**src/hdl/iab_pkg.sv**
```systemverilog
// Contract
// - Own target address sits in bits 7:1; answer only on matching calling address.
// - Multiplier field bits 7:6: code 00 gives 1, 01 gives 2, 10 gives 4.
// - Index bits 5:0 pick a divider and hold count from a fixed table.
// - Bit rate equals bus clock over multiplier times divider.
// - Data changes hold count bus cycles after each serial clock fall.
// - Indices 00 to 1F give printed pairs, 20/7 up to 240/33.
// - Indices 20 to 3F give printed pairs, 160/17 up to 3840/513.
package iab_pkg;

    // register field layout
    localparam int ADDR_MSB     = 7;
    localparam int ADDR_LSB     = 1;
    localparam int RATE_MULTIPLIER_MSB     = 7;
    localparam int RATE_MULTIPLIER_LSB     = 6;
    localparam int IDX_MSB      = 5;
    localparam int IDX_LSB      = 0;
    localparam logic [7:0] ADDR_RESET = 8'h00;
    localparam logic [7:0] RATE_RESET = 8'h00;

    // multiplier encodings
    localparam logic [1:0] RATE_MULTIPLIER_X1  = 2'h0;
    localparam logic [1:0] RATE_MULTIPLIER_X2  = 2'h1;
    localparam logic [1:0] RATE_MULTIPLIER_X4  = 2'h2;

    // widths of derived counts
    localparam int DIV_W    = 12;
    localparam int HOLD_W   = 10;
    localparam int PERIOD_W = 14;

    // serial clock dividers per index
    localparam logic [11:0] SCL_DIV [0:63] = '{
        12'd20,   12'd22,   12'd24,   12'd26,   12'd28,   12'd30,   12'd34,   12'd40,
        12'd28,   12'd32,   12'd36,   12'd40,   12'd44,   12'd48,   12'd56,   12'd68,
        12'd48,   12'd56,   12'd64,   12'd72,   12'd80,   12'd88,   12'd104,  12'd128,
        12'd80,   12'd96,   12'd112,  12'd128,  12'd144,  12'd160,  12'd192,  12'd240,
        12'd160,  12'd192,  12'd224,  12'd256,  12'd288,  12'd320,  12'd384,  12'd480,
        12'd320,  12'd384,  12'd448,  12'd512,  12'd576,  12'd640,  12'd768,  12'd960,
        12'd640,  12'd768,  12'd896,  12'd1024, 12'd1152, 12'd1280, 12'd1536, 12'd1920,
        12'd1280, 12'd1536, 12'd1792, 12'd2048, 12'd2304, 12'd2560, 12'd3072, 12'd3840
    };

    // data hold counts per index
    localparam logic [9:0] SDA_HOLD [0:63] = '{
        10'd7,   10'd7,   10'd8,   10'd8,   10'd9,   10'd9,   10'd10,  10'd10,
        10'd7,   10'd7,   10'd9,   10'd9,   10'd11,  10'd11,  10'd13,  10'd13,
        10'd9,   10'd9,   10'd13,  10'd13,  10'd17,  10'd17,  10'd21,  10'd21,
        10'd9,   10'd9,   10'd17,  10'd17,  10'd25,  10'd25,  10'd33,  10'd33,
        10'd17,  10'd17,  10'd33,  10'd33,  10'd49,  10'd49,  10'd65,  10'd65,
        10'd33,  10'd33,  10'd65,  10'd65,  10'd97,  10'd97,  10'd129, 10'd129,
        10'd65,  10'd65,  10'd129, 10'd129, 10'd193, 10'd193, 10'd257, 10'd257,
        10'd129, 10'd129, 10'd257, 10'd257, 10'd385, 10'd385, 10'd513, 10'd513
    };

    // shift amount for the multiplier; reserved code falls back to x1
    function automatic logic [1:0] rate_multiplier_shift(input logic [1:0] code);
        rate_multiplier_shift = (code == RATE_MULTIPLIER_X2) ? 2'h1 : (code == RATE_MULTIPLIER_X4) ? 2'h2 : 2'h0;
    endfunction

    // bit period in bus cycles = multiplier times divider
    function automatic logic [13:0] bit_period(input logic [1:0] code,
                                               input logic [11:0] div);
        bit_period = {2'h0, div} << rate_multiplier_shift(code);
    endfunction

endpackage

```
**src/hdl/iab_rate_if.sv**
```systemverilog
`timescale 1ns/1ps
// carries the registered rate setting to the table and the derived counts back
interface iab_rate_if;
    logic [1:0]  rateMult;
    logic [5:0]  rateIdx;
    logic [11:0] sclDivider;
    logic [9:0]  holdValue;
    logic [13:0] bitPeriod;

    modport table_side (input rateMult, input rateIdx,
                        output sclDivider, output holdValue, output bitPeriod);
    modport user_side  (output rateMult, output rateIdx,
                        input sclDivider, input holdValue, input bitPeriod);
endinterface

```
**src/hdl/iab_rate_table.sv**
```systemverilog
`timescale 1ns/1ps
// purely combinational lookup, so the counter sees a change at its next reload
module iab_rate_table (
    iab_rate_if.table_side rate
);
    // divider and hold straight from the fixed table
    always_comb begin
        rate.sclDivider = iab_pkg::SCL_DIV[rate.rateIdx];
        rate.holdValue  = iab_pkg::SDA_HOLD[rate.rateIdx];
        rate.bitPeriod  = iab_pkg::bit_period(rate.rateMult, rate.sclDivider);
    end
endmodule

```
**src/hdl/iab_addr_rate.sv**
```systemverilog
`timescale 1ns/1ps
module iab_addr_rate (
    input  wire logic        clk,
    input  wire logic        reset,
    input  wire logic        ce,
    input  wire logic        addrWe,
    input  wire logic [7:0]  addrWrData,
    input  wire logic        rateWe,
    input  wire logic [7:0]  rateWrData,
    input  wire logic        sclRun,
    input  wire logic        callValid,
    input  wire logic [6:0]  callAddr,
    output logic      [7:0]  ownTargetAddress,
    output logic      [7:0]  bitRateDivider,
    output logic             addrMatch,
    output logic             sclLow,
    output logic             sclFall,
    output logic             sdaChange,
    output logic      [13:0] bitPeriodOut,
    output logic      [9:0]  holdOut
);
    logic [7:0]  ownAddr_q;
    logic [7:0]  rateDiv_q;
    logic        match_q;
    logic        active_q;
    logic [13:0] cnt_q;
    logic [13:0] period_q;
    logic [9:0]  hold_q;
    logic [9:0]  holdCnt_q;
    logic        sclLow_q;
    logic        sclFall_q;
    logic        sdaChange_q;
    logic        startBit;
    logic [13:0] nextCnt;

    iab_rate_if rate ();

    assign rate.rateMult = rateDiv_q[iab_pkg::RATE_MULTIPLIER_MSB:iab_pkg::RATE_MULTIPLIER_LSB];
    assign rate.rateIdx  = rateDiv_q[iab_pkg::IDX_MSB:iab_pkg::IDX_LSB];

    iab_rate_table u_table (
        .rate (rate)
    );

    // register writes; a reserved multiplier code is stored but treated as x1
    always_ff @(posedge clk) begin
        if (reset) begin
            ownAddr_q <= iab_pkg::ADDR_RESET;
            rateDiv_q <= iab_pkg::RATE_RESET;
        end else if (ce) begin
            if (addrWe) begin
                ownAddr_q <= addrWrData;
            end
            if (rateWe) begin
                rateDiv_q <= rateWrData;
            end
        end
    end

    // compare a presented calling address against the stored own address
    always_ff @(posedge clk) begin
        if (reset) begin
            match_q <= 1'b0;
        end else if (ce) begin
            match_q <= callValid &&
                (callAddr == ownAddr_q[iab_pkg::ADDR_MSB:iab_pkg::ADDR_LSB]);
        end
    end

    // a bit starts when the generator is enabled or the last cycle of a period ends
    assign startBit = sclRun && (!active_q || (cnt_q == period_q - 14'h0001));
    assign nextCnt  = cnt_q + 14'h0001;

    // bit period counter; period and hold reload only at a bit start
    always_ff @(posedge clk) begin
        if (reset) begin
            active_q <= 1'b0;
            cnt_q    <= 14'h0000;
            period_q <= 14'h0000;
            hold_q   <= 10'h000;
        end else if (ce) begin
            if (startBit) begin
                active_q <= 1'b1;
                cnt_q    <= 14'h0000;
                period_q <= rate.bitPeriod;
                hold_q   <= rate.holdValue;
            end else if (sclRun) begin
                cnt_q <= nextCnt;
            end else begin
                active_q <= 1'b0;
                cnt_q    <= 14'h0000;
            end
        end
    end

    // low for the first half of the period, released high for the rest
    always_ff @(posedge clk) begin
        if (reset) begin
            sclLow_q  <= 1'b0;
            sclFall_q <= 1'b0;
        end else if (ce) begin
            sclLow_q  <= sclRun && (startBit || (nextCnt < {1'b0, period_q[13:1]}));
            sclFall_q <= startBit;
        end
    end

    // data change strobe a hold count after each fall; hold is always below half a period
    always_ff @(posedge clk) begin
        if (reset) begin
            holdCnt_q   <= 10'h000;
            sdaChange_q <= 1'b0;
        end else if (ce) begin
            if (startBit) begin
                holdCnt_q <= rate.holdValue;
            end else if (holdCnt_q != 10'h000) begin
                holdCnt_q <= holdCnt_q - 10'h001;
            end
            sdaChange_q <= !startBit && (holdCnt_q == 10'h001);
        end
    end

    // outputs straight from flip-flops
    assign ownTargetAddress = ownAddr_q;
    assign bitRateDivider   = rateDiv_q;
    assign addrMatch        = match_q;
    assign sclLow           = sclLow_q;
    assign sclFall          = sclFall_q;
    assign sdaChange        = sdaChange_q;
    assign bitPeriodOut     = period_q;
    assign holdOut          = hold_q;

    // helper: cycles since the last serial clock fall, saturating
    logic [13:0] sinceFall_q;
    logic        seenFall_q;
    always_ff @(posedge clk) begin
        if (reset) begin
            sinceFall_q <= 14'h0000;
            seenFall_q  <= 1'b0;
        end else if (ce) begin
            if (sclFall_q) begin
                sinceFall_q <= 14'h0001;
                seenFall_q  <= 1'b1;
            end else if (sinceFall_q != 14'h3FFF) begin
                sinceFall_q <= sinceFall_q + 14'h0001;
            end
            if (!sclRun) begin
                seenFall_q <= 1'b0;
            end
        end
    end
endmodule

```
**config.mk**
```make
export PLATFORM = sky130hd
export DESIGN_NAME = iab_addr_rate
export DESIGN_NICKNAME = d
export VERILOG_FILES = /design/src/hdl/iab_pkg.sv /design/src/hdl/iab_rate_if.sv /design/src/hdl/iab_rate_table.sv /design/src/hdl/iab_addr_rate.sv
export SDC_FILE = /design/constraint.sdc
export NUM_CORES = 1
export LEC_CHECK = 0
export ABC_AREA = 1
export BUFFER_PORTS_ARGS = -buffer_cell sky130_fd_sc_hd__buf_2
export CELL_PAD_IN_SITES_DETAIL_PLACEMENT = 1
export CELL_PAD_IN_SITES_GLOBAL_PLACEMENT = 1
export CORE_MARGIN = 4
export CORE_UTILIZATION = 40
export CTS_CLUSTER_DIAMETER = 30
export CTS_CLUSTER_SIZE = 16
export DETAILED_ROUTE_END_ITERATION = 10
export GPL_TIMING_DRIVEN = 1
export PLACE_DENSITY_LB_ADDON = 0.1
export SLEW_MARGIN = 15
export SYNTH_ARGS = -nofsm -noshare
export SYNTH_HDL_FRONTEND = slang
export SYNTH_HIERARCHICAL = 1
export SYNTH_SLANG_ARGS = --single-unit
```
**constraint.sdc**
```tcl
create_clock -name clk -period 5.6 [get_ports clk]
set_input_delay 0.28 -clock clk [delete_from_list [all_inputs] [get_ports clk]]
set_output_delay 0.28 -clock clk [all_outputs]
set_load 0.01 [all_outputs]
```
## Yosys cells after proc, flatten, opt, wreduce, memory -nomap -nowiden

Memories as Yosys holds them, arrays and structs flattened.
Index checks and enable logic that the tools add are counted.

| cells by class | value |
|---|---|
| $add $sub $neg | 3 |
| $lt $le $gt $ge | 2 |
| equal/unequal tests | 6 |
| shift-type cells | 1 |
| mux-type cells | 12 |
| bitwise operators | 1 |
| reduce and logical (&&, ||, !) cells | 15 |

Operators by type and width:

| cell | number |
|---|---|
| 2-to-1 mux 10 bit | 4 |
| 2-to-1 mux 14 bit | 2 |
| 2-to-1 mux 12 bit | 2 |
| adder 14 x 1 -> 14 bit, second input constant | 1 |
| equality test 14 bit | 1 |
| < comparator 14 x 13 -> 1 bit | 1 |
| << shifter 12 x 2 -> 14 bit | 1 |
| subtractor 14 x 1 -> 14 bit, second input constant | 1 |
| equality test 10 x 1 -> 1 bit, second input constant | 1 |
| AND reduction 2 bit | 5 |
| nonzero test 10 bit | 1 |
| subtractor 10 x 1 -> 10 bit, second input constant | 1 |
| equality test 7 bit | 1 |
| greater-or-equal comparator 7 bit, second input constant | 1 |
| NOT 6 -> 7 bit | 1 |
| logical AND 1 bit | 4 |
| 2-to-1 mux 2 bit | 2 |
| equality test 2 x 1 -> 1 bit, second input constant | 1 |
| equality test 2 bit, second input constant | 1 |
| zero test 1 bit | 2 |
| logical OR 1 bit | 2 |
| 2-to-1 mux 1 bit | 2 |
| inequality test 2 x 1 -> 1 bit, second input constant | 1 |
| nonzero test 2 bit | 1 |

| storage, ports and cells | value |
|---|---|
| flip-flop bits (word level) | 69 |
| ROM bits | 1408 |
| input port bits | 30 |
| output and inout bits | 44 |
| logic and storage cells | 53 |
| memories | 2 |

Memory list:

| name | depth | bits a word | rd ports | clocked after Yosys merged registers in | wr ports | line | RTL |
|---|---|---|---|---|---|---|---|
| (name not given) | 64 | 12 | 1 | 0 | 0 | iab_rate_table.sv:8 | `rate.sclDivider = iab_pkg::SCL_DIV[rate.rateIdx];` |
| (name not given) | 64 | 10 | 1 | 0 | 0 | iab_rate_table.sv:9 | `rate.holdValue = iab_pkg::SDA_HOLD[rate.rateIdx];` |

## Longest topological paths before layout

Gate-level depths: netlist of the first run.

| logic depth | value |
|---|---|
| depth in word-level cells | 6 |
| gate-level depth with buffers | 17 |

## Modules after synthesis

The synthesis of the first run kept the hierarchy.

By module, submodules not included:

| module | instances | cells each | area an instance (µm²) | seq. area each (µm²) |
|---|---|---|---|---|
| iab_addr_rate | 1 | 589 | 3940.0 | 1381.3 |
| iab_rate_table | 1 | 191 | 987.2 | 0.0 |

## Worst setup path before layout of the first run

Ideal clock, no wire load.

| path | value |
|---|---|
| path kind | flip-flop to flip-flop |
| start point | register cnt_q[0] |
| end point | register sclLow_q (netlist: sclLow) |
| arrival time | 2.190 ns |
| required time | 5.468 ns |
| setup slack | 3.278 ns |
| cell stages (with the launch flop) | 17 |
| path buffers | 0 |
| cell sequence | dfxtp_1 -> ha_1 -> nand3_1 -> nor2_1 -> nand2_1 -> nor3_1 -> nand3_1 -> xor2_1 -> inv_1 -> ha_1 -> nand3_1 -> o211ai_1 -> inv_1 -> nand2_1 -> nand2_1 -> nand2_1 -> a21oi_1 |

| between the ends | value |
|---|---|
| word-level cells in the longest chain between the ends | 5 |
| elaborated cells on any way between the ends | 7 |
| classes of those cells | add/sub: 1; order compare: 1; eq/ne: 1; reduce/logical: 4 |

RTL lines:

| what | line | RTL |
|---|---|---|
| start: declaration | iab_addr_rate.sv:26 | `logic [13:0] cnt_q;` |
| start signal: assignment | iab_addr_rate.sv:88 | `cnt_q <= nextCnt;` |
| branches (longest 3 deep; another with adder 14 x 1 -> 14 bit) | -- |  |
| logical OR 1 bit (*) | iab_addr_rate.sv:102 | `sclLow_q <= sclRun && (startBit \|\| (nextCnt < {1'b0, period_q[13:1]}));` |
| logical AND 1 bit (*) | iab_addr_rate.sv:102 |  |
| end signal: assignment | iab_addr_rate.sv:102 |  |
| end: declaration | iab_addr_rate.sv:30 | `logic sclLow_q;` |

Every way passes the cells marked *.
A chain may end at the register's enable or synchronous reset.

## Worst setup path in the final report of the first run

| path | value |
|---|---|
| start point | register period_q[0] (netlist: bitPeriodOut[0]) |
| end point | register period_q[13] (netlist: bitPeriodOut[13]) |

| between the ends | value |
|---|---|
| word-level cells in the longest chain between the ends | 5 |

RTL lines:

| what | line | RTL |
|---|---|---|
| start: declaration | iab_addr_rate.sv:27 | `logic [13:0] period_q;` |
| start signal: assignment | iab_addr_rate.sv:85 | `period_q <= rate.bitPeriod;` |
| subtractor 14 x 1 -> 14 bit | iab_addr_rate.sv:71 | `assign startBit = sclRun && (!active_q \|\| (cnt_q == period_q - 14'h0001));` |
| equality test 14 bit | iab_addr_rate.sv:71 |  |
| logical OR 1 bit | iab_addr_rate.sv:71 |  |
| logical AND 1 bit | iab_addr_rate.sv:71 |  |
| AND reduction 2 bit (no source line) | -- |  |

Every way passes these cells.

==> flow_metrics.tcl, run 1 <==
set metrics [dict create \
    fin_ws_ns 2.28 \
    ios 74 \
    nets 885 \
    layout_common_cells "nand2_1 (196), nand3_1 (100), nor2_1 (93)" \
    grt_use_met1 0.267 \
    numCtsBuffers 9 \
    drc 0 \
    cts-root-buf "clkbuf_16" \
    cts_setup_buffers 0 \
    drt_iter0_drc 224 \
    clk_latency_ns 0.35 \
    rsz0062_at_grt "false" \
    viasPerCell 5.26 \
    drtAntennaViolNets 0 \
    io_buffers 73 \
    syn_to_final_growth_pct 14.2 \
    finalWirelength_mm 15.2 \
    syn_nets 831 \
    overflow 0 \
    cts_tree "built" \
    h-tree-depth 3 \
    drv_cap 0 \
    finalSetupTns_ns 0 \
    crit_path_end_kind "flop" \
    die_y_um 119 \
    grt_pass1_vias 5261 \
    antenna_found_initial 0 \
    arrival_ns 3.52 \
    syn_inst 777 \
    setup_viol 0 \
    hold_violations 0 \
    cts_max_path_buffers 2 \
    grt_max_degree 50 \
    fmax_ghz 0.301 \
    synthesis.area_um2 4910 \
    grt_busiest_layer "met2" \
    status "completed" \
    wl_per_cell_um 15.5 \
    cts_sinks 69 \
    core-area_um2 12000 \
    drv_slew 0 \
    grt_use_met2 0.397 \
    initial_utilization 0.409 \
    ys.warnings.count 6 \
    min_path_type "primary input to flop" \
    grtUsageTotal 0.221 \
    tightest_slew_ns 1.09 \
    fin_crit_ns 3.32 \
    clk_pin_slew_worst_paths_ns 0.06 \
    synth_area_per_cell_um2 6.32 \
    hold_buffers 0 \
    power_density_nw_per_um2 273 \
    critPathMaxFanout 49 \
    finalClockSkew_ns 0.00871 \
    dp_hpwl_mm 11.8 \
    max_slew_margin 0.268 \
    grt_first_pass_wirelength_mm 25.7 \
    post_cts_resized 0 \
    final_common_cell "nand2_1" \
    dr.pass1.iters 4 \
    num_rows 40 \
    die_area_um2 14100 \
    layout-drive-gt1-share 0.141 \
    gp_congestion 0.844 \
    n_antenna_cell 0 \
    fp.dieW_um 119 \
    start_kind "flop" \
    crit_required_ns 5.79 \
    path_class "flop to flop" \
    num_vias 5167 \
    vdd_drop_max_v 0.000149 \
    met3_usage 0.0332 \
    fin_crit_sh 0.593 \
    leakagePower_nw 2.75 \
    dpl_worst_slack_ns 2.34 \
]
## final cells by class
class	count	area [µm²]
Tap cell	147	184
Fill cell	1657	6400
Timing Repair Buffer	73	365
Sequential cell	69	1380
Clock inverter	7	80.1
Clock buffer	9	225
Multi-Input combinational cell	596	3070
Inverter	82	308
## state kept, by name, summed over array words and instances, names as in the netlist
| register | count |
|---|---|
| bitPeriodOut | 14 |
| cnt_q | 14 |
| holdCnt_q | 10 |
| holdOut | 10 |
| bitRateDivider | 8 |
| ownTargetAddress | 8 |
| active_q | 1 |
| addrMatch | 1 |
| sclFall | 1 |
| sclLow | 1 |
| sdaChange | 1 |
## power by group
part           total (W)  leakage, nW  switching [W]  internal [W]
combinational   0.000386         2.04       0.000250      0.000136
sequential      0.000557        0.565      0.0000354      0.000521
clock           0.000591        0.143       0.000241      0.000350
total            0.00153         2.75       0.000526       0.00101
## per-layer routing
metal	wire length, µm	part of all wire
met1	6760	0.44
met2	7610	0.50
met3	550	0.036
met4	282	0.019
met5	0	0
## stage by stage
step | hold WS [ns] | instance area, µm² | utilization | instances | power [W]
floorplan | 0.441 | 4910 | - | 777 | 0.000848
global placement | 0.449 | 5310 | 0.442 | 967 | 0.000940
detailed placement | 0.456 | 5310 | 0.442 | 967 | 0.000953
CTS | 0.179 | 5610 | 0.467 | 983 | 0.00155
global route | 0.197 | 5610 | 0.467 | 983 | 0.00163
finish | 0.193 | 5610 | 0.467 | 983 | 0.00153
## worst max-delay path, cell delays in order (launching register included)
cell and delay [ns]:
dfxtp_1 0.35, inv_1 0.15, ha_1 0.25, nand2_1 0.12, nor2_2 0.20, nand3b_1 0.10, nand2_1 0.07, nand2_1 0.05
inv_1 0.04, nand3_1 0.15, o21bai_4 0.52, nand2_2 0.65, o21ai_0 0.43, a21oi_1 0.08
## worst paths after layout
kind                                                    from  slack [ns]  cells past startpoint                                to
worst max-delay path            bitPeriodOut[0]$_SDFFE_PP0P_        2.28                     13     bitPeriodOut[13]$_SDFFE_PP0P_
worst min-delay path                           addrWrData[3]        0.19                      3  ownTargetAddress[3]$_SDFFE_PP0P_
worst max register to register  bitPeriodOut[0]$_SDFFE_PP0P_        2.28                     13     bitPeriodOut[13]$_SDFFE_PP0P_
worst min register to register       holdOut[9]$_SDFFE_PP0P_        0.47                      2           holdOut[9]$_SDFFE_PP0P_
No activity file was read; power rests on OpenSTA's default activity.
==> run 2, diff against run 1 <==
CORE_UTILIZATION = 36   (was 40)
clock period = 2.7 ns   (was 5.6 ns; I/O delays follow)
==> run 2 against run 1 <==
Effect of this change:
- register-to-register slack worse by 2.1 ns
- final cell count up 4.8%
- critical path depth is 3 higher
- largest cell class unchanged
- global-route usage decreased by 1.5 points
- clock-buffer cell count did not move
- final area increased by 4.4%
- first-iteration DRC count increased by 21%
- sequential power grew 100%
- sequential share of layout area decreased by 0.89 points
- via count up 2.0%
==> flow_metrics.tcl, run 2 (same netlist as run 1, synthesis figures left out) <==
set metrics [dict create \
    path_buf_inv 2 \
    fp.dieW_um 125 \
    worstRegToRegCells 16 \
    p_sw_frac 0.344 \
    stdcell_count 1030 \
    cp.depth 16 \
    status "completed" \
    p_total_w 0.00321 \
    min_path_type "primary input to flop" \
    cts_sinks 69 \
    layout_common_cells "nand2_1 (194), nand3_1 (99), nor2_1 (91)" \
    grt_first_pass_wirelength_mm 26.6 \
    core-area_um2 13300 \
    clkPwrFrac 0.378 \
    gp_congestion 0.832 \
    grtUsageTotal 0.206 \
    wl_per_cell_um 15.5 \
    finalClockSkew_ns 0.00574 \
    leakagePower_nw 2.86 \
    clk_latency_ns 0.35 \
    layout-drive-gt1-share 0.178 \
    fin_crit_sh 0.941 \
    dp_hpwl_mm 12.4 \
    dpl_worst_slack_ns -0.0316 \
    cts_tree "built" \
    drtAntennaViolNets 0 \
    hold_violations 0 \
    rsz0062_at_grt "true" \
    seq_power_share 0.356 \
    grt_pass1_vias 5468 \
    fmax_ghz 0.393 \
    dr.pass1.iters 4 \
    power_density_nw_per_um2 548 \
    nets 903 \
    clk_pin_slew_worst_paths_ns 0.06 \
    vdd_drop_max_v 0.000222 \
    syn_to_final_growth_pct 19.3 \
    cp_slowest_stage_delay_ns 0.37 \
    cpLargestDelayFamily "simple AND/OR/NAND/NOR gates" \
    max_slew_margin 0.612 \
    num_vias 5269 \
    finish.utilization 0.441 \
    fill_cells 1818 \
    io_buffers 73 \
    crit_required_ns 2.92 \
    slowest_stage "dfxtp_2" \
    arrival_ns 2.76 \
    antenna_found_initial 1 \
    overflow 0 \
    combPwrFrac 0.266 \
    finalWirelength_mm 15.9 \
    crit_path_frequent_cell "nand2_1" \
    tightest_slew_ns 0.578 \
    final_common_cell "nand2_1" \
    numCtsBuffers 9 \
    critPathMaxFanout 3 \
    drc 0 \
    setup_viol 0 \
    fin_crit_ns 2.54 \
    cts-root-buf "clkbuf_16" \
    initial_utilization 0.369 \
    crit_path_end_kind "flop" \
    p_int_w 0.00211 \
    h-tree-depth 3 \
    n_antenna_cell 0 \
    cts_max_path_buffers 2 \
    viasPerCell 5.12 \
    drv_cap 0 \
    path_cells "ha_4, nand3_2, nor2_4, nand2_2, nor3_4, nand3_1, xor2_1, inv_1, ha_1, nand3_1, o211ai_1, inv_1, nand2_1, nand2_1, nand2_1, a21oi_1" \
    drv_slew 0 \
    switchingPower_w 0.00110 \
    start_kind "flop" \
    path_class "flop to flop" \
    ios 74 \
    num_rows 42 \
    drt_iter0_drc 271 \
    die_y_um 125 \
    fin_ws_ns 0.158 \
    dp_cells 1012 \
    grt_max_degree 31 \
    min_path_cells 3 \
    die_area_um2 15600 \
]
run 2: cell count changes in the layout (fill, tap and decap cells not counted), moves of 3 or more:
cell     change
dfxtp_1      -5
o21ai_1      +7
nor2_4       +3
buf_4       +17
o21ai_0      -7
dfxtp_2      +4
run 2: what timing repair did:
action,CTS,global route
hold buffers,0,0
pin swaps,0,5
endpoints found under the setup margin,1,34
endpoints found under the hold margin,0,0
buffers inserted,0,2
gates resized for setup,2,28
run 2: final cells by class:
class / instances / area, µm² / share of cell area
clock buffers: 9 / 225 / 0.0384
multi-input cells: 596 / 3140 / 0.536
well taps: 176 / 220 / 0.0376
inverters: 82 / 308 / 0.0525
repair buffers: 91 / 504 / 0.0861
flip-flops and latches: 69 / 1390 / 0.237
clock inverters: 7 / 73.8 / 0.0126
run 2: per-layer routing:
layer  global-route usage  share of wire  vias to the layer above  wire, µm
li1                     -              -                     2662         -
met1                0.250           0.45                     2483      7100
met2                0.363           0.49                       95      7880
met3               0.0300          0.034                       27       542
met4               0.0848          0.024                        2       389
met5                    0        0.00057                        -         9
run 2: final timing paths:
kind | from | to | slack, ns
max | cnt_q[0]$_SDFFE_PP0P_ | sclLow$_SDFFE_PP0P_ | 0.16
min | rateWrData[7] | bitRateDivider[7]$_SDFFE_PP0P_ | 0.04
max reg2reg | cnt_q[0]$_SDFFE_PP0P_ | sclLow$_SDFFE_PP0P_ | 0.16
min reg2reg | holdOut[0]$_SDFFE_PP0P_ | holdOut[0]$_SDFFE_PP0P_ | 0.46
run 2: power by group through the flow:
| stage | registers [W] | logic, W | clock network [W] |
|---|---|---|---|
| after floorplan | 0.00117 | 0.000591 | 0 |
| after global placement | 0.00116 | 0.000814 | 0 |
| after detailed placement | 0.00116 | 0.000846 | 0 |
| after CTS | 0.00114 | 0.000851 | 0.00125 |
| after global routing | 0.00115 | 0.000977 | 0.00128 |
| final | 0.00114 | 0.000854 | 0.00121 |
run 2: per-stage QoR:
stage               instance area (µm²)  TNS (ns)  hold slack (ns)
finish                             5860         0           0.0448
global route                       5860   -0.0398           0.0484
CTS                                5770         0           0.0349
detailed placement                 5460   -0.0316            0.397
global placement                   5460         0            0.384
floorplan                          4910         0            0.302
run 2: worst register-to-register path: stages (launching register included):
cell	delay, ns
dfxtp_2	0.37
ha_4	0.16
nand3_2	0.12
nor2_4	0.15
nand2_2	0.09
nor3_4	0.23
nand3_1	0.12
xor2_1	0.15
inv_1	0.08
ha_1	0.31
nand3_1	0.13
o211ai_1	0.22
inv_1	0.06
nand2_1	0.07
nand2_1	0.05
nand2_1	0.06
a21oi_1	0.06
==> run 3, diff against run 2 <==
ABC_AREA = default   (was 1)
CORE_UTILIZATION = 39   (was 36)
==> run 3 against run 2 <==
Effect of this change:
- the flow now finishes with violations (negative setup slack)
- critical path type unchanged
- critical path depth shrank 5
- clock skew about the same
- worst hold slack better by 0.0085 ns
==> flow_metrics.tcl, run 3 <==
set metrics [dict create \
    crit_path_end_kind "flop" \
    grt_pass1_vias 5730 \
    critPathMaxFanout 8 \
    layout_common_cells "buf_2 (73), dfxtp_1 (63), nand2_1 (56)" \
    tightest_slew_ns 0.665 \
    initial_utilization 0.401 \
    cts_max_path_buffers 2 \
    drtAntennaViolNets 0 \
    start_kind "flop" \
    grt_use_met1 0.309 \
    numCtsBuffers 9 \
    grtUsageTotal 0.235 \
    ios 74 \
    hold_violations 0 \
    finalClockSkew_ns 0.00528 \
    num_rows 42 \
    finalWirelength_mm 18.7 \
    clk_latency_ns 0.34 \
    violations "negative setup slack" \
    fmax_ghz 0.351 \
    drv_cap 0 \
    final_common_cell "buf_2" \
    h-tree-depth 3 \
    max_slew_margin 0.556 \
    cts_tree "built" \
    grt_first_pass_wirelength_mm 30.5 \
    fin_crit_ns 2.85 \
    viasPerCell 5.88 \
    postLayoutCellArea_um2 6750 \
    grt_max_degree 46 \
    num_vias 5627 \
    cts_sinks 69 \
    rsz0062_at_grt "true" \
    crit_required_ns 2.92 \
    vdd_drop_max_v 0.000243 \
    nets 832 \
    syn_inst 690 \
    clk_pin_slew_worst_paths_ns 0.06 \
    grt_busiest_layer "met2" \
    drv_slew 0 \
    synth_area_per_cell_um2 7.75 \
    overflow 0 \
    fin_crit_sh 1.05 \
    die_y_um 125 \
    timing.hold.ws_ns 0.0533 \
    fin_ws_ns -0.147 \
    antenna_found_initial 0 \
    path_class "flop to flop" \
    syn_nets 744 \
    drt_iter0_drc 255 \
    grt_use_met2 0.399 \
    min_path_type "primary input to flop" \
    fill_cells 1641 \
    gp_congestion 0.913 \
    wl_per_cell_um 19.6 \
    n_antenna_cell 0 \
    place_area_um2 6060 \
    syn_to_final_growth_pct 26.3 \
    power_density_nw_per_um2 439 \
    die_area_um2 15600 \
    ys.warnings.count 6 \
    dr.pass1.iters 5 \
    finish.utilization 0.506 \
    dp_hpwl_mm 13.9 \
    leakagePower_nw 2.61 \
    io_buffers 73 \
    drc 0 \
    met3_usage 0.0409 \
    fp.dieW_um 125 \
    synthesis.area_um2 5350 \
    cts-root-buf "clkbuf_16" \
    setup_viol 47 \
    core-area_um2 13300 \
    layout-drive-gt1-share 0.300 \
    arrival_ns 3.07 \
    status "finished with violations" \
]
## run 3: per-stage QoR
step	power (W)	TNS, ns	setup slack, ns	cells
after detailed placement	0.00186	-2.64	-0.156	936
after global placement	0.00184	-0.0649	-0.0575	936
after CTS	0.00293	-1.12	-0.0854	954
final	0.00296	-2.73	-0.147	957
after floorplan	0.00164	0	0.00586	690
after global routing	0.00312	-7.65	-0.227	957
## run 3: final timing paths
| kind | slack [ns] | endpoint | startpoint | cells past startpoint |
|---|---|---|---|---|
| worst max-delay path | -0.15 | holdCnt_q[3]$_SDFFE_PP0P_ | bitPeriodOut[1]$_SDFFE_PP0P_ | 11 |
| worst min-delay path | 0.05 | ownTargetAddress[4]$_SDFFE_PP0P_ | addrWrData[4] | 3 |
| worst max register to register | -0.15 | holdCnt_q[3]$_SDFFE_PP0P_ | bitPeriodOut[1]$_SDFFE_PP0P_ | 11 |
| worst min register to register | 0.46 | sdaChange$_SDFFE_PP0P_ | sdaChange$_SDFFE_PP0P_ | 2 |
## run 3: report_power, final
part | total (W) | switching, W | internal [W]
Clock | 0.00104 | 0.000437 | 0.000606
Combinational | 0.000804 | 0.000481 | 0.000323
Sequential | 0.00112 | 0.0000523 | 0.00106
## run 3: cell type report
type                    count  area [µm²]  area share
clock buffers              11         233      0.0345
clock inverters             3        15.0     0.00222
inverters                  34         130      0.0193
repair buffers            132         901       0.133
well taps                 176         220      0.0326
flip-flops and latches     69        1390       0.206
multi-input cells         532        3860       0.572
## run 3: repair_timing
action	CTS	global route
hold endpoints to repair	0	0
buffers inserted	2	3
pin swaps	3	19
gates resized for setup	21	74
setup endpoints to repair	47	51
cloned	2	0
hold buffers	0	0
## run 3: critical path, stage by stage (launching register included)
cell	delay, ns
dfxtp_2	0.35
inv_2	0.05
ha_4	0.17
buf_4	0.14
xnor2_1	0.13
a221o_1	0.34
a2111oi_4	0.35
o2111ai_2	0.23
o41ai_4	0.31
buf_6	0.24
a211oi_2	0.08
a311o_1	0.34
## run 3: layer usage
layer / routed length, µm / part of all wire
met5: 0 / 0
met4: 362 / 0.019
met3: 699 / 0.037
met2: 9200 / 0.49
met1: 8460 / 0.45
